===== src/pcipm_regs.svh =====
// register offsets, field positions, reset values and bus codes of the pm control block
`ifndef PCIPM_REGS_SVH
`define PCIPM_REGS_SVH

// register indices; byte address is four times the index
`define PCIPM_IDX_PM_CONTROL_STATUS        6'h04
`define PCIPM_IDX_BSE          6'h06
`define PCIPM_IDX_DATA         6'h07
`define PCIPM_IDX_IRQ_STATUS   6'h08
`define PCIPM_IDX_IRQ_MASK     6'h09
`define PCIPM_IDX_FUNC_STATUS  6'h0A

// control/status word field positions
`define PCIPM_BIT_WAKE_STATUS  15
`define PCIPM_BIT_WAKE_ENABLE  8
`define PCIPM_SEL_LSB          9
`define PCIPM_SEL_MSB          12
`define PCIPM_PS_LSB           0
`define PCIPM_PS_MSB           1

// bridge extension byte field positions
`define PCIPM_BIT_SECONDARY_BUS_PWR_CLK_CTRL_EN      7
`define PCIPM_BIT_D3HOT_ACT    6

// interrupt status bits
`define PCIPM_IRQ_WAKE         0
`define PCIPM_IRQ_PS_CHANGE    1
`define PCIPM_IRQ_W            2

// reset values
`define PCIPM_PM_CONTROL_STATUS_RESET      16'h0000
`define PCIPM_BSE_RESET        8'h00
`define PCIPM_IRQ_RESET        2'h0

// axi4-lite responses
`define PCIPM_RESP_OKAY        2'h0
`define PCIPM_RESP_SLVERR      2'h2

`endif


===== src/pcipm_pkg.sv =====
// types shared by the pm control block
`default_nettype none

package pcipm_pkg;

    typedef enum logic [1:0] {
        PCIPM_D0    = 2'h0,
        PCIPM_D1    = 2'h1,
        PCIPM_D2    = 2'h2,
        PCIPM_D3HOT = 2'h3
    } pcipm_pstate_t;

    // control/status word as seen by software
    typedef struct packed {
        logic          wake_event_status_flag;
        logic [1:0]    data_scale_factor;
        logic [3:0]    data_select;
        logic          wake_event_enable;
        logic [5:0]    reserved;
        pcipm_pstate_t power_state_field;
    } pcipm_pm_control_status_t;

    // bridge support extension byte
    typedef struct packed {
        logic       secondary_bus_pwr_clk_ctrl_en;
        logic       d3hot_secondary_action;
        logic [5:0] reserved;
    } pcipm_bse_t;

    // write request held until both channels have arrived
    typedef struct packed {
        logic [5:0]  index;
        logic [31:0] data;
        logic [3:0]  strb;
    } pcipm_wreq_t;

endpackage

`default_nettype wire


===== src/pcipm_ctrl.sv =====
// pm control/status word, bridge extension byte and axi4-lite slave
// Functional notes
// - wake status flag sets on every wake event, whatever the enable bit says.
// - writing one clears the wake status flag; writing zero leaves it.
// - status and enable reset to zero without cold wake, else sticky.
// - read-only scale field in bits 14..13 follows the data selection.
// - four-bit data selection field in bits 12..9.
// - scale and selection read zero when the data register is absent.
// - wake line is driven only while the enable bit is one.
// - power state field in bits 1..0: D0, D1, D2, D3hot.
// - writes of unsupported states complete but leave the state unchanged.
// - bridge extension byte is read-only, fixed by parameters, bit 7 enable.
// - bit 6 picks D3hot action: one stops clock, zero removes power.
// - D3hot action bit counts only while bit 7 is one.
// - strap level at power-on decides cold wake support and stickiness.
`include "pcipm_regs.svh"
`default_nettype none

module pcipm_ctrl
    import pcipm_pkg::*;
#(
    parameter int         ADDR_W         = 8,
    parameter bit         DATA_REG_IMPL  = 1'b0,
    parameter bit         D1_SUPPORTED   = 1'b1,
    parameter bit         D2_SUPPORTED   = 1'b1,
    parameter bit         BPCC_ENABLE    = 1'b0,
    parameter bit         D3HOT_CLK_STOP = 1'b0
) (
    // clock, resets and enable
    input  wire logic              clk,
    input  wire logic              reset,
    input  wire logic              pwr_on_reset,
    input  wire logic              ce,
    // axi4-lite write address
    input  wire logic [ADDR_W-1:0] s_axi_awaddr,
    input  wire logic              s_axi_awvalid,
    output logic                   s_axi_awready,
    // axi4-lite write data
    input  wire logic [31:0]       s_axi_wdata,
    input  wire logic [3:0]        s_axi_wstrb,
    input  wire logic              s_axi_wvalid,
    output logic                   s_axi_wready,
    // axi4-lite write response
    output logic [1:0]             s_axi_bresp,
    output logic                   s_axi_bvalid,
    input  wire logic              s_axi_bready,
    // axi4-lite read address
    input  wire logic [ADDR_W-1:0] s_axi_araddr,
    input  wire logic              s_axi_arvalid,
    output logic                   s_axi_arready,
    // axi4-lite read data
    output logic [31:0]            s_axi_rdata,
    output logic [1:0]             s_axi_rresp,
    output logic                   s_axi_rvalid,
    input  wire logic              s_axi_rready,
    // function side
    input  wire logic              wake_event,
    input  wire logic              cold_wake_support_strap,
    input  wire logic [7:0]        data_value,
    input  wire logic [1:0]        data_scale_in,
    output logic [1:0]             power_state,
    output logic [3:0]             data_select_out,
    // secondary bus control
    output logic                   sec_bus_clk_stop,
    output logic                   sec_bus_pwr_off,
    // wake line, open drain
    input  wire logic              pme_n_in,
    output logic                   pme_n_out,
    output logic                   pme_n_oe_n,
    // interrupt
    output logic                   irq
);

    generate
        // the word index is cut from address bits 7..2, so narrower buses cannot work
        if (ADDR_W < 8 || ADDR_W > 32) begin : g_bad_addr
            $error("pcipm_ctrl: ADDR_W must lie between 8 and 32");
        end
    endgenerate

    // index of an aligned word
    function automatic logic [5:0] word_index(input logic [ADDR_W-1:0] a);
        return a[7:2];
    endfunction

    // true for a mapped index
    function automatic logic index_mapped(input logic [5:0] i,
                                          input logic [ADDR_W-1:0] a);
        logic hi_zero;
        hi_zero = (a >> 8) == '0;
        return hi_zero && (i == `PCIPM_IDX_PM_CONTROL_STATUS || i == `PCIPM_IDX_BSE ||
                           i == `PCIPM_IDX_DATA || i == `PCIPM_IDX_IRQ_STATUS ||
                           i == `PCIPM_IDX_IRQ_MASK || i == `PCIPM_IDX_FUNC_STATUS);
    endfunction

    // true when the power state may be entered
    function automatic logic state_supported(input pcipm_pstate_t s);
        return (s == PCIPM_D0) || (s == PCIPM_D3HOT) ||
               (s == PCIPM_D1 && D1_SUPPORTED) || (s == PCIPM_D2 && D2_SUPPORTED);
    endfunction

    // strap capture
    logic cold_wake_supported;
    logic strap_taken;

    pcipm_strap_sampler u_strap (
        .clk                     (clk),
        .pwr_on_reset            (pwr_on_reset),
        .ce                      (ce),
        .cold_wake_support_strap (cold_wake_support_strap),
        .cold_wake_supported     (cold_wake_supported),
        .strap_taken             (strap_taken)
    );

    // register state
    logic          wake_event_status_flag;
    logic          wake_event_enable;
    logic [3:0]    data_select;
    pcipm_pstate_t power_state_field;
    logic [1:0]    irq_status;
    logic [1:0]    irq_mask;

    // bus state
    logic          aw_held;
    logic          w_held;
    pcipm_wreq_t   wreq;
    logic [ADDR_W-1:0] aw_addr_q;

    // write and read channel handshakes
    wire aw_take  = s_axi_awvalid && s_axi_awready;
    wire w_take   = s_axi_wvalid && s_axi_wready;
    wire do_write = aw_held && w_held && !s_axi_bvalid;
    wire b_done   = s_axi_bvalid && s_axi_bready;
    wire ar_take  = s_axi_arvalid && s_axi_arready;
    wire r_done   = s_axi_rvalid && s_axi_rready;

    assign s_axi_awready = !aw_held && !s_axi_bvalid;
    assign s_axi_wready  = !w_held && !s_axi_bvalid;
    assign s_axi_arready = !s_axi_rvalid;

    // write decode
    wire w_mapped  = index_mapped(wreq.index, aw_addr_q);
    wire sel_pm_control_status = do_write && w_mapped && wreq.index == `PCIPM_IDX_PM_CONTROL_STATUS;
    wire sel_istat = do_write && w_mapped && wreq.index == `PCIPM_IDX_IRQ_STATUS;
    wire sel_imask = do_write && w_mapped && wreq.index == `PCIPM_IDX_IRQ_MASK;
    wire wr_byte0  = wreq.strb[0];
    wire wr_byte1  = wreq.strb[1];

    // control/status write effects
    wire           wake_clear = sel_pm_control_status && wr_byte1 &&
                                wreq.data[`PCIPM_BIT_WAKE_STATUS];
    wire           next_wake_status = wake_event ||
                                      (wake_event_status_flag && !wake_clear);
    wire           enable_write = sel_pm_control_status && wr_byte1;
    wire           sel_write = sel_pm_control_status && wr_byte1 && DATA_REG_IMPL;
    wire pcipm_pstate_t req_state =
        pcipm_pstate_t'(wreq.data[`PCIPM_PS_MSB:`PCIPM_PS_LSB]);
    // reserved bits 7..2 are ignored on write so a careless writer does no harm
    wire           ps_write = sel_pm_control_status && wr_byte0 && state_supported(req_state);
    wire           ps_change = ps_write && (req_state != power_state_field);

    // interrupt events; a set in the same cycle beats the clear
    wire [1:0] irq_events = {ps_change, wake_event && !wake_event_status_flag};
    wire [1:0] irq_clear  = sel_istat && wr_byte0 ? wreq.data[1:0] : 2'h0;
    wire [1:0] next_irq_status = irq_events | (irq_status & ~irq_clear);

    assign irq = |(irq_status & irq_mask);

    // sticky pair: function reset spares them only when cold wake is supported
    wire sticky_reset = reset && !cold_wake_supported;

    always_ff @(posedge clk) begin
        if (ce) begin
            if (pwr_on_reset || sticky_reset) begin
                wake_event_status_flag <= 1'b0;
                wake_event_enable      <= 1'b0;
            end else begin
                wake_event_status_flag <= next_wake_status;
                if (enable_write) begin
                    wake_event_enable <= wreq.data[`PCIPM_BIT_WAKE_ENABLE];
                end
            end
        end
    end

    always_ff @(posedge clk) begin
        if (ce) begin
            if (pwr_on_reset || reset) begin
                data_select       <= 4'h0;
                power_state_field <= PCIPM_D0;
            end else begin
                if (sel_write) begin
                    data_select <= wreq.data[`PCIPM_SEL_MSB:`PCIPM_SEL_LSB];
                end
                if (ps_write) begin
                    power_state_field <= req_state;
                end
            end
        end
    end

    always_ff @(posedge clk) begin
        if (ce) begin
            if (pwr_on_reset || reset) begin
                irq_status <= `PCIPM_IRQ_RESET;
                irq_mask   <= `PCIPM_IRQ_RESET;
            end else begin
                irq_status <= next_irq_status;
                if (sel_imask && wr_byte0) begin
                    irq_mask <= wreq.data[1:0];
                end
            end
        end
    end

    // read view of the control/status word
    pcipm_pm_control_status_t pm_control_status_view;
    assign pm_control_status_view.wake_event_status_flag = wake_event_status_flag;
    assign pm_control_status_view.data_scale_factor = DATA_REG_IMPL ? data_scale_in : 2'h0;
    assign pm_control_status_view.data_select       = DATA_REG_IMPL ? data_select : 4'h0;
    assign pm_control_status_view.wake_event_enable = wake_event_enable;
    assign pm_control_status_view.reserved          = 6'h00;
    assign pm_control_status_view.power_state_field = power_state_field;

    // bridge extension byte is fixed by parameters; no write path exists
    pcipm_bse_t bse_view;
    assign bse_view.secondary_bus_pwr_clk_ctrl_en = BPCC_ENABLE;
    assign bse_view.d3hot_secondary_action        = D3HOT_CLK_STOP;
    assign bse_view.reserved                      = 6'h00;

    // read decode
    wire [5:0] r_index  = word_index(s_axi_araddr);
    wire       r_mapped = index_mapped(r_index, s_axi_araddr);
    logic [31:0] read_word;

    always_comb begin
        read_word = 32'h0000_0000;
        unique case (r_index)
            `PCIPM_IDX_PM_CONTROL_STATUS:       read_word = {16'h0000, pm_control_status_view};
            `PCIPM_IDX_BSE:         read_word = {24'h00_0000, bse_view};
            `PCIPM_IDX_DATA:        read_word = {24'h00_0000,
                                                 DATA_REG_IMPL ? data_value : 8'h00};
            `PCIPM_IDX_IRQ_STATUS:  read_word = {30'h0000_0000, irq_status};
            `PCIPM_IDX_IRQ_MASK:    read_word = {30'h0000_0000, irq_mask};
            `PCIPM_IDX_FUNC_STATUS: read_word = {29'h0000_0000, strap_taken,
                                                 !pme_n_in, cold_wake_supported};
            default:                read_word = 32'h0000_0000;
        endcase
    end

    // write channel capture; address and data may arrive in either order
    always_ff @(posedge clk) begin
        if (ce) begin
            if (pwr_on_reset || reset) begin
                aw_held   <= 1'b0;
                w_held    <= 1'b0;
                wreq      <= '0;
                aw_addr_q <= '0;
            end else begin
                if (aw_take) begin
                    aw_held    <= 1'b1;
                    aw_addr_q  <= s_axi_awaddr;
                    wreq.index <= word_index(s_axi_awaddr);
                end else if (do_write) begin
                    aw_held <= 1'b0;
                end
                if (w_take) begin
                    w_held    <= 1'b1;
                    wreq.data <= s_axi_wdata;
                    wreq.strb <= s_axi_wstrb;
                end else if (do_write) begin
                    w_held <= 1'b0;
                end
            end
        end
    end

    // write response one cycle after both halves are held
    always_ff @(posedge clk) begin
        if (ce) begin
            if (pwr_on_reset || reset) begin
                s_axi_bvalid <= 1'b0;
                s_axi_bresp  <= `PCIPM_RESP_OKAY;
            end else if (do_write) begin
                s_axi_bvalid <= 1'b1;
                s_axi_bresp  <= w_mapped ? `PCIPM_RESP_OKAY : `PCIPM_RESP_SLVERR;
            end else if (b_done) begin
                s_axi_bvalid <= 1'b0;
            end
        end
    end

    // read data one cycle after the address is taken
    always_ff @(posedge clk) begin
        if (ce) begin
            if (pwr_on_reset || reset) begin
                s_axi_rvalid <= 1'b0;
                s_axi_rdata  <= 32'h0000_0000;
                s_axi_rresp  <= `PCIPM_RESP_OKAY;
            end else if (ar_take) begin
                s_axi_rvalid <= 1'b1;
                s_axi_rdata  <= read_word;
                s_axi_rresp  <= r_mapped ? `PCIPM_RESP_OKAY : `PCIPM_RESP_SLVERR;
            end else if (r_done) begin
                s_axi_rvalid <= 1'b0;
            end
        end
    end

    // wake line: pulled low only when both flag and enable are set
    wire pme_assert = wake_event_status_flag && wake_event_enable;

    always_ff @(posedge clk) begin
        if (ce) begin
            if (pwr_on_reset) begin
                pme_n_oe_n <= 1'b1;
            end else begin
                pme_n_oe_n <= !pme_assert;
            end
        end
    end

    assign pme_n_out = 1'b0;

    // secondary bus action in D2 and D3hot; the action bit is ignored without the enable
    wire in_d3hot = power_state_field == PCIPM_D3HOT;
    wire bpcc_on  = bse_view.secondary_bus_pwr_clk_ctrl_en;

    always_ff @(posedge clk) begin
        if (ce) begin
            if (pwr_on_reset || reset) begin
                sec_bus_clk_stop <= 1'b0;
                sec_bus_pwr_off  <= 1'b0;
            end else begin
                sec_bus_clk_stop <= bpcc_on && ((in_d3hot && D3HOT_CLK_STOP) ||
                                    power_state_field == PCIPM_D2);
                sec_bus_pwr_off  <= bpcc_on && in_d3hot && !D3HOT_CLK_STOP;
            end
        end
    end

    assign power_state     = power_state_field;
    assign data_select_out = pm_control_status_view.data_select;

endmodule

`default_nettype wire


===== src/pcipm_strap_sampler.sv =====
// captures the cold-wake support strap once after power-on reset
`default_nettype none

module pcipm_strap_sampler (
    // clock and power-on reset
    input  wire logic clk,
    input  wire logic pwr_on_reset,
    input  wire logic ce,
    // strap
    input  wire logic cold_wake_support_strap,
    output logic      cold_wake_supported,
    output logic      strap_taken
);

    // strap is read after release so the reset itself stays a constant
    always_ff @(posedge clk) begin
        if (ce) begin
            if (pwr_on_reset) begin
                cold_wake_supported <= 1'b0;
                strap_taken         <= 1'b0;
            end else if (!strap_taken) begin
                cold_wake_supported <= cold_wake_support_strap;
                strap_taken         <= 1'b1;
            end
        end
    end

endmodule

`default_nettype wire

===== config.mk =====
export PLATFORM = sky130hd
export DESIGN_NAME = pcipm_ctrl
export DESIGN_NICKNAME = d
export VERILOG_FILES = /design/src/pcipm_pkg.sv /design/src/pcipm_ctrl.sv /design/src/pcipm_strap_sampler.sv
export VERILOG_INCLUDE_DIRS = /design/src
export SDC_FILE = /design/constraint.sdc
export NUM_CORES = 1
export LEC_CHECK = 0
export BUFFER_PORTS_ARGS = -buffer_cell sky130_fd_sc_hd__buf_2
export CELL_PAD_IN_SITES_DETAIL_PLACEMENT = 1
export CELL_PAD_IN_SITES_GLOBAL_PLACEMENT = 1
export CORE_MARGIN = 2
export CORE_UTILIZATION = 28
export DETAILED_ROUTE_END_ITERATION = 8
export GPL_ROUTABILITY_DRIVEN = 0
export PLACE_DENSITY_LB_ADDON = 0.3
export SLEW_MARGIN = 20
export SYNTH_ARGS = -nofsm -noshare
export SYNTH_HDL_FRONTEND = slang
export SYNTH_SLANG_ARGS = --single-unit

===== constraint.sdc =====
create_clock -name clk -period 1.4 [get_ports clk]
set_clock_uncertainty 0.05 [all_clocks]
set_input_delay 0.28 -clock clk [delete_from_list [all_inputs] [get_ports clk]]
set_output_delay 0.28 -clock clk [all_outputs]
set_load 0.02 [all_outputs]

* Word-level counts from Yosys, hierarchy flattened
Cells that the tools add are included.
** Cells by class
- Reduce and logical (&&, ||, !) cells :: 74
- Bitwise logic cells :: 4
- Muxes and demuxes :: 21
- Equality and inequality tests :: 17
** Operators with widths (count)
- $pmux 16 s4 :: 1
- $eq 6x3->1 const B :: 6
- $eq 6x4->1 const B :: 6
- $mux 32 :: 1
- $logic_and 1x1->1 :: 24
- $reduce_and 2->1 :: 12
- $mux 20 :: 1
- $logic_or 1x1->1 :: 16
- $mux 2 :: 7
- $reduce_bool 2->1 :: 7
- $reduce_bool 3->1 :: 4
- $mux 1 :: 10
- $logic_not 1->1 :: 9
- $mux 6 :: 1
- $and 2x2->2 :: 2
- $eq 2x2->1 const B :: 2
- $eq 2x1->1 const B :: 1
- $logic_not 2->1 :: 1
- $ne 2x2->1 :: 1
- $ne 2x2->1 const B :: 1
- $not 2->2 :: 1
- $or 2x2->2 :: 1
- $reduce_or 2->1 :: 1
** Word-level totals
- Logic and storage cells :: 134
- Input port bits :: 74
- Output and inout port bits :: 52
- Bits in registers :: 75

* Longest topological paths before layout
Gate-level depths: netlist of run 1.
- Word-level depth :: 13
- Mapped depth :: 4
- Mapped depth without buffers :: 3

* Cells and area by module
From an unflattened synthesis of run 1, not the netlist that was laid out.
** Unflattened totals
- Cells, all modules :: 177
- Area, all modules :: 1943.1 µm²
** By module, submodules not included
- pcipm_ctrl :: cells an instance 172, seq. area each 960.9 µm², area each 1861.8 µm², times used 1
- pcipm_strap_sampler :: cells an instance 5, seq. area each 60.1 µm², area each 81.3 µm², times used 1

* Worst setup path before layout of run 1
OpenSTA, ideal clock, no wires.
- Kind :: register to register
- Start :: register s_axi_bvalid
- End :: register wreq, in the netlist req_state[0], enable pin
- Data required time :: 0.987 ns
- Setup slack :: -0.442 ns
- Path buffers :: 0
- Period minus slack after synthesis :: 1.842 ns
- Library setup time :: 0.363 ns
- Cell stages (with the launch flop) :: 4
- Arrival :: 1.429 ns
- Cells stage by stage :: edfxtp_1 -> nor2_1 -> nand2_1 -> a21oi_1
** On the way
- Cells in the longest elaborated chain, start to end :: 5
** RTL lines
- start, declared :: RTL line pcipm_ctrl.sv:45 : output logic s_axi_bvalid,
- start signal, assigned :: RTL line pcipm_ctrl.sv:282 : s_axi_bvalid <= 1'b0;
- start signal, assigned :: RTL line pcipm_ctrl.sv:285 : s_axi_bvalid <= 1'b1;
- start signal, assigned :: RTL line pcipm_ctrl.sv:288 : s_axi_bvalid <= 1'b0;
- $logic_not 1->1 :: RTL line pcipm_ctrl.sv:138 : assign s_axi_wready = !w_held && !s_axi_bvalid;
- $logic_and 1x1->1 :: RTL line pcipm_ctrl.sv:138
- net s_axi_wready :: RTL line pcipm_ctrl.sv:42 : output logic s_axi_wready,
- $logic_and 1x1->1 :: RTL line pcipm_ctrl.sv:131 : wire w_take = s_axi_wvalid && s_axi_wready;
- $reduce_bool 2->1 (no source line)
- $reduce_and 2->1 (no source line)
- end, declared :: RTL line pcipm_ctrl.sv:126 : pcipm_wreq_t wreq;
The timed path passes the listed nets, and every way through them passes these cells.
A chain may end at the register's enable or synchronous reset.

* Worst setup path after layout of run 1
- Start :: register wreq[41] (netlist bit)
- End :: register wake_event_enable, enable pin
** On the way
- Cells in the longest elaborated chain, start to end :: 11
- Elaborated cells between the ends (all ways) :: 16
** RTL lines
- $eq 6x3->1 (no source line)
- $logic_or 1x1->1 (no source line) (5 in a row)
- $logic_and 1x1->1 :: RTL line pcipm_ctrl.sv:143 : wire sel_pm_control_status = do_write && w_mapped && wreq.index == `PCIPM_IDX_PM_CONTROL_STATUS;
- $logic_and 1x1->1 (no source line) *
- $logic_and 1x1->1 *
- $reduce_bool 2->1 (no source line) *
- $reduce_and 2->1 (no source line) *
- end signal, assigned :: RTL line pcipm_ctrl.sv:180 : wake_event_enable <= wreq.data[`PCIPM_BIT_WAKE_ENABLE];
- end, declared :: RTL line pcipm_ctrl.sv:117 : logic wake_event_enable;
Mark *: on every way between the ends. The rest lies on a longest branch, timed or not.

==> results of run 1 <==
## stage by stage
step            util  cell area, um^2  setup WS, ps  std cells  hold WS (ps)
2_1_floorplan      -             2190          -133        216           342
3_3_place_gp   0.343             2340          -108        325           456
3_5_place_dp   0.343             2340          -125        325           462
4_1_cts        0.363             2480          -134        335           212
5_1_grt        0.367             2500          -214        336           215
6_report       0.367             2500          -121        336           221
## layout make-up
| class | count | area (um^2) | area share |
|---|---|---|---|
| Timing Repair Buffer | 61 | 403 | 0.161 |
| Multi-Input combinational cell | 134 | 870 | 0.347 |
| Tap cell | 96 | 120 | 0.0480 |
| Clock buffer | 7 | 76.3 | 0.0305 |
| Sequential cell | 34 | 1020 | 0.408 |
| Inverter | 4 | 15.0 | 0.00599 |
## worst max-delay path, stage by stage, from the launching register on
cell	delay, ps
sky130_fd_sc_hd__edfxtp_1	430
sky130_fd_sc_hd__nor4_4	390
sky130_fd_sc_hd__nand4b_4	170
sky130_fd_sc_hd__o22ai_1	190
## final timing paths
| check | to | slack (ps) | depth (start not counted) |
|---|---|---|---|
| setup / recovery | wake_event_enable$_SDFFCE_PP0P_ | -120 | 3 |
| hold / removal | wreq[41]$_SDFFCE_PN0P_ | 220 | 2 |
| setup reg to reg | wake_event_enable$_SDFFCE_PP0P_ | -120 | 3 |
| hold reg to reg | wake_event_enable$_SDFFCE_PP0P_ | 490 | 1 |
## synth_stat cells, types with 2 or more instances
| master | instances | share of area |
|---|---|---|
| sky130_fd_sc_hd__o21ai_0 | 2 | 0.0050 |
| sky130_fd_sc_hd__and2_1 | 17 | 0.053 |
| sky130_fd_sc_hd__nor4bb_1 | 2 | 0.010 |
| sky130_fd_sc_hd__clkbuf_1 | 3 | 0.0057 |
| sky130_fd_sc_hd__nand3b_1 | 2 | 0.0075 |
| sky130_fd_sc_hd__and3b_1 | 2 | 0.0088 |
| sky130_fd_sc_hd__nand2_1 | 10 | 0.019 |
| sky130_fd_sc_hd__nor2_1 | 10 | 0.019 |
| sky130_fd_sc_hd__o22ai_1 | 3 | 0.0094 |
| sky130_fd_sc_hd__nor3_1 | 2 | 0.0050 |
| sky130_fd_sc_hd__nor3b_1 | 3 | 0.011 |
| sky130_fd_sc_hd__a31oi_1 | 5 | 0.016 |
| sky130_fd_sc_hd__a21oi_1 | 9 | 0.023 |
| sky130_fd_sc_hd__edfxtp_1 | 34 | 0.51 |
| sky130_fd_sc_hd__o211ai_1 | 2 | 0.0075 |
| sky130_fd_sc_hd__buf_2 | 5 | 0.013 |
| sky130_fd_sc_hd__nor2b_1 | 3 | 0.0094 |
| sky130_fd_sc_hd__and4b_1 | 2 | 0.010 |
| sky130_fd_sc_hd__nand3_1 | 3 | 0.0075 |
| sky130_fd_sc_hd__inv_1 | 4 | 0.0075 |
| sky130_fd_sc_hd__xor2_1 | 5 | 0.022 |
| sky130_fd_sc_hd__nand4_1 | 2 | 0.0063 |
| sky130_fd_sc_hd__buf_4 | 36 | 0.14 |
## routing by layer
| metal | global-route usage | part of all wire | vias up |
|---|---|---|---|
| met5 | 0 | 0 | - |
| met4 | 0.0386 | 0.014 | 0 |
| met3 | 0.0410 | 0.076 | 6 |
| met2 | 0.190 | 0.50 | 54 |
| met1 | 0.128 | 0.41 | 659 |
| li1 | - | - | 689 |
## state kept, by name, indices dropped and copies added (netlist names), 2 cells and up
register	flops
irq_mask	2
irq_status	2
power_state	2
req_state	2
s_axi_rdata	5
wreq	8
## power by group
group | internal, mW | switching (mW) | total (mW)
clock network | 0.342 | 0.326 | 0.668
registers | 1.19 | 0.0389 | 1.23
logic | 0.159 | 0.266 | 0.425
## what timing repair did
action                     CTS  global route
pin swaps                    9             1
gates resized for setup     11             5
setup endpoints to repair   15            29
buffers inserted             3             1
## logic make-up after synthesis
| logic type | Yosys count |
|---|---|
| xor+xnor | 6 |
| flops | 34 |
| compound gates | 26 |
| mux | 1 |
| simple gates | 65 |
| other cells | 1 |
| buf+inv | 48 |
==> impl_metrics.py, run 1 <==
metrics = {
    "global_routing": {
        "first_pass_grt_wire_length_mm": 6.41,
        "groute.usage.overall": 0.111,
        "maximum_number_of_pins_on_one_net_before_global_route_repair": 26,
        "grt_antenna_before_repair": 0,
        "grt.overflow.total": 0,
        "first_global_vias": 1360,
    },
    "synth": {
        "synthesized_area_per_cell_um2": 11.0,
        "syn-instance-count": 181,
        "muxShareOfSynthArea": 0.00566,
        "number_of_enable_flip_flop_cells_after_synthesis": 34,
        "yosys_most_used_dff": "sky130_fd_sc_hd__edfxtp_1",
        "yosys.area_share.adder": 0,
        "synth-async-reset-ratio": 0,
        "ys_ff_latch": 34,
        "synth.yosys.warnings": 0,
        "synth_compound_area_frac": 0.0836,
        "synth_xor_xnor_area_share": 0.0264,
        "largest_family_of_logic_cells_by_synthesized_area": "simple AND/OR/NAND/NOR gates",
        "part_of_the_yosys_area_used_for_sequential_elements": 0.513,
        "synth_simple_gate_area_share": 0.208,
        "netlist-cell-type-count": 38,
        "synth_area_mm2": 0.00199,
    },
    "drt": {
        "vias_per_cell": 4.19,
        "wl_mm": 4.17,
        "detailedRoute.firstIterationViolations": 29,
        "route.detailed.drc": 0,
        "drt.antenna.violating_nets": 0,
        "wl_per_cell_um": 12.4,
        "drt_first_pass_iters": 4,
        "via_count": 1408,
    },
    "floorplanning": {
        "start_util": 0.291,
        "standard_cell_rows": 30,
        "core_area_mm2": 0.00683,
        "chipHeight_um": 88.3,
        "fp.dieArea_mm2": 0.00780,
        "die-width_um": 88.3,
        "i_o_pin_count": 126,
    },
    "clock_tree": {
        "clock_tree_from_tritoncts": "built",
        "numCtsBuffers": 5,
        "cts_buffer_depth": 2,
        "cts_num_sinks": 34,
        "ctsHoldBuffers": 0,
        "clk-insertion-delay-late_ps": 280,
        "clkTransAtPathRegs_ps": 70,
        "cts_root_buf": "sky130_fd_sc_hd__clkbuf_8",
        "ctsHtreeMaxLevel": 2,
    },
    "cells_and_area": {
        "final_nets": 314,
        "fillCellCount": 795,
        "layout.cells.most_common": "sky130_fd_sc_hd__buf_2",
        "synthToLayoutAreaGrowth_pct": 25.9,
        "n_antenna_cell": 0,
        "drive_gt1_frac": 0.367,
        "most_used_cells_in_the_layout_excluding_fill_and_tap_cells": "sky130_fd_sc_hd__buf_2, sky130_fd_sc_hd__conb_1, sky130_fd_sc_hd__edfxtp_1",
    },
    "power_and_ir_drop": {
        "power.density_cell_area_mw_per_mm2": 926,
        "totalPowerFinal_mw": 2.32,
        "power.ir.vdd_worst_mv": 0.270,
        "power.leakage_nw": 1.04,
    },
    "worst_setup_path": {
        "required_time_reported_for_the_critical_path_endpoint_ps": 1340,
        "crit_path_max_fo": 4,
        "crit_type": "reg2reg",
        "setup.worst_path.start": "wreq[41]$_SDFFCE_PN0P_",
        "critPathLaunchType": "register",
        "arrival_ps": 1460,
        "timing.rr.start": "wreq[41]$_SDFFCE_PN0P_",
        "setup.worst_path.end_class": "register",
    },
    "place": {
        "place.port_buffers": 45,
        "dp_hpwl_mm": 3.27,
    },
    "sta": {
        "grt_setup_unrepaired": "true",
        "finalSetupViolations": 13,
        "timing.final.max_slew_violations": 0,
        "fmax_mhz": 657,
        "timing.final.ws_setup_ps": -121,
        "timing.final.crit_share": 1.09,
        "total_neg_setup_slack_ps": -910,
        "min_period_ps": 1520,
        "finalHoldViolCount": 0,
    },
    "outcome": {
        "violations_in_the_final_reports": "setup timing",
        "status": "complete, but fails checks",
    },
    "run": {
        "cap_viol_max_count": 0,
    },
    "min_path": {
        "min_from": "s_axi_awaddr[7]",
        "worstHoldPathType": "in2reg",
    },
}
Note: power is estimated with default switching activity, not from simulation.
==> run 2: changes to the inputs <==
--- a/config.mk
+++ b/config.mk
@@ -6,12 +6,12 @@
 export SDC_FILE = /design/constraint.sdc
 export NUM_CORES = 1
 export LEC_CHECK = 0
-export BUFFER_PORTS_ARGS = -buffer_cell sky130_fd_sc_hd__buf_2
 export CELL_PAD_IN_SITES_DETAIL_PLACEMENT = 1
 export CELL_PAD_IN_SITES_GLOBAL_PLACEMENT = 1
 export CORE_MARGIN = 2
-export CORE_UTILIZATION = 28
+export CORE_UTILIZATION = 36
 export DETAILED_ROUTE_END_ITERATION = 8
+export DONT_BUFFER_PORTS = 1
 export GPL_ROUTABILITY_DRIVEN = 0
 export PLACE_DENSITY_LB_ADDON = 0.3
 export SLEW_MARGIN = 20
==> impl_metrics.py, run 2 (synthesized netlist as in run 1, its figures left out) <==
metrics = {
    "outcome": {
        "status": "complete, but fails checks",
        "violations_in_the_final_reports": "setup timing",
    },
    "floorplanning": {
        "fp.dieArea_mm2": 0.00614,
        "i_o_pin_count": 126,
        "die-width_um": 78.3,
        "core_area_mm2": 0.00541,
        "start_util": 0.368,
        "standard_cell_rows": 27,
        "chipHeight_um": 78.3,
    },
    "cells_and_area": {
        "top_register": "wreq",
        "largest_registers": "wreq x8, s_axi_rdata x5",
        "final_nets": 271,
        "largest_register_ffs": 8,
        "area_taken_by_multi_input_logic_gates_um2": 882,
        "layout.cells.most_common": "sky130_fd_sc_hd__conb_1",
        "n_antenna_cell": 0,
        "most_used_cells_in_the_layout_excluding_fill_and_tap_cells": "sky130_fd_sc_hd__conb_1, sky130_fd_sc_hd__edfxtp_1, sky130_fd_sc_hd__and2_1",
        "synthToLayoutAreaGrowth_pct": 12.3,
        "drive_gt1_frac": 0.218,
        "seqCellArea_mm2": 0.00102,
        "final_util": 0.413,
        "fillCellCount": 614,
    },
    "drt": {
        "via_count": 1267,
        "vias_per_cell": 4.71,
        "route.detailed.drc": 0,
        "drt.antenna.violating_nets": 0,
        "detailedRoute.firstIterationViolations": 53,
        "drt_first_pass_iters": 4,
        "wl_mm": 3.99,
        "wl_per_cell_um": 14.8,
    },
    "sta": {
        "fmax_mhz": 644,
        "finalSetupViolations": 10,
        "timing.final.crit_share": 1.11,
        "max_slew.worst_pin.slew_ps": 546,
        "timing.slew.headroom": 0.636,
        "grt_setup_unrepaired": "true",
        "timing.final.ws_setup_ps": -153,
        "fin_hold_ws_ps": 58.6,
        "finalHoldViolCount": 0,
        "min_period_ps": 1550,
        "timing.final.max_slew_violations": 0,
    },
    "global_routing": {
        "first_global_vias": 1313,
        "grt_antenna_before_repair": 0,
        "first_pass_grt_wire_length_mm": 6.33,
        "grt.overflow.total": 0,
        "maximum_number_of_pins_on_one_net_before_global_route_repair": 16,
        "groute.usage.overall": 0.134,
    },
    "power_and_ir_drop": {
        "power.ir.vdd_worst_mv": 0.393,
        "power.density_cell_area_mw_per_mm2": 998,
        "power.leakage_nw": 0.860,
    },
    "clock_tree": {
        "clk-insertion-delay-late_ps": 280,
        "clkTransAtPathRegs_ps": 70,
        "clock_tree_from_tritoncts": "built",
        "numCtsBuffers": 5,
        "ctsHtreeMaxLevel": 2,
        "cts_num_sinks": 34,
        "cts_buffer_depth": 2,
        "cts_root_buf": "sky130_fd_sc_hd__clkbuf_8",
    },
    "place": {
        "dp_hpwl_mm": 3.09,
        "place.port_buffers": 0,
    },
    "worst_setup_path": {
        "arrival_ps": 1530,
        "crit_type": "reg2reg",
        "setup.worst_path.end_class": "register",
        "required_time_reported_for_the_critical_path_endpoint_ps": 1380,
        "critPathLaunchType": "register",
        "crit_path_max_fo": 3,
    },
    "min_path": {
        "worstHoldPathType": "in2reg",
    },
    "run": {
        "cap_viol_max_count": 0,
    },
}
run 2: changes by cell type in the layout (fill, tap and decap cells not counted), sizes merged:
cell,before,now
buf,61,18
run 2: what timing repair did:
item | in CTS | in global routing
setup buffers | 2 | 1
setup endpoints to repair | 15 | 23
hold buffers | 0 | 0
pin swaps | 4 | 3
gates resized for setup | 8 | 2
run 2: cell type report:
type | instances | share of cell area
timing repair buffer | 18 | 0.0672
inverter | 4 | 0.00672
tap | 72 | 0.0403
multi-input combinational | 134 | 0.395
sequential | 34 | 0.457
clock buffer | 7 | 0.0342
run 2: where the power goes:
part / internal [mW] / switching [mW]
combinational: 0.113 / 0.220
sequential: 1.19 / 0.0535
clock: 0.342 / 0.314
total: 1.64 / 0.588
run 2: final timing paths:
check | slack, ps | cells past startpoint | end | startpoint
worst max-delay path | -150 | 3 | irq_status[0]$_SDFFCE_PN0P_ | wreq[41]$_SDFFCE_PN0P_
worst min-delay path | 60 | 0 | pme_n_oe_n$_SDFFCE_PP1P_ | ce
worst max register to register | -150 | 3 | irq_status[0]$_SDFFCE_PN0P_ | wreq[41]$_SDFFCE_PN0P_
worst min register to register | 490 | 1 | wake_event_enable$_SDFFCE_PP0P_ | wreq[12]$_SDFFCE_PN0P_
run 2: metrics by stage:
step           setup TNS, ps  area (um^2)  cells  total power [mW]  worst slack, ps
3_5_place_dp           -1060         2090    259              1.57             -158
5_1_grt                -2180         2230    269              2.35             -237
2_1_floorplan          -1350         2190    216              1.58             -133
3_3_place_gp            -745         2090    259              1.56             -107
4_1_cts                -1160         2210    268              2.25             -163
6_report               -1020         2230    269              2.23             -153
run 2: critical path: stages (launching register included):
cell,delay [ps]
sky130_fd_sc_hd__edfxtp_1,430
sky130_fd_sc_hd__nor4_4,410
sky130_fd_sc_hd__nand4_1,180
sky130_fd_sc_hd__a31o_2,240
run 2: per-layer routing:
| layer | global-route usage | vias to the layer above | wire length (um) |
|---|---|---|---|
| li1 | - | 603 | - |
| met1 | 0.163 | 603 | 1620 |
| met2 | 0.220 | 55 | 2060 |
| met3 | 0.0402 | 6 | 247 |
| met4 | 0.0579 | 0 | 63 |
| met5 | 0 | - | 0 |
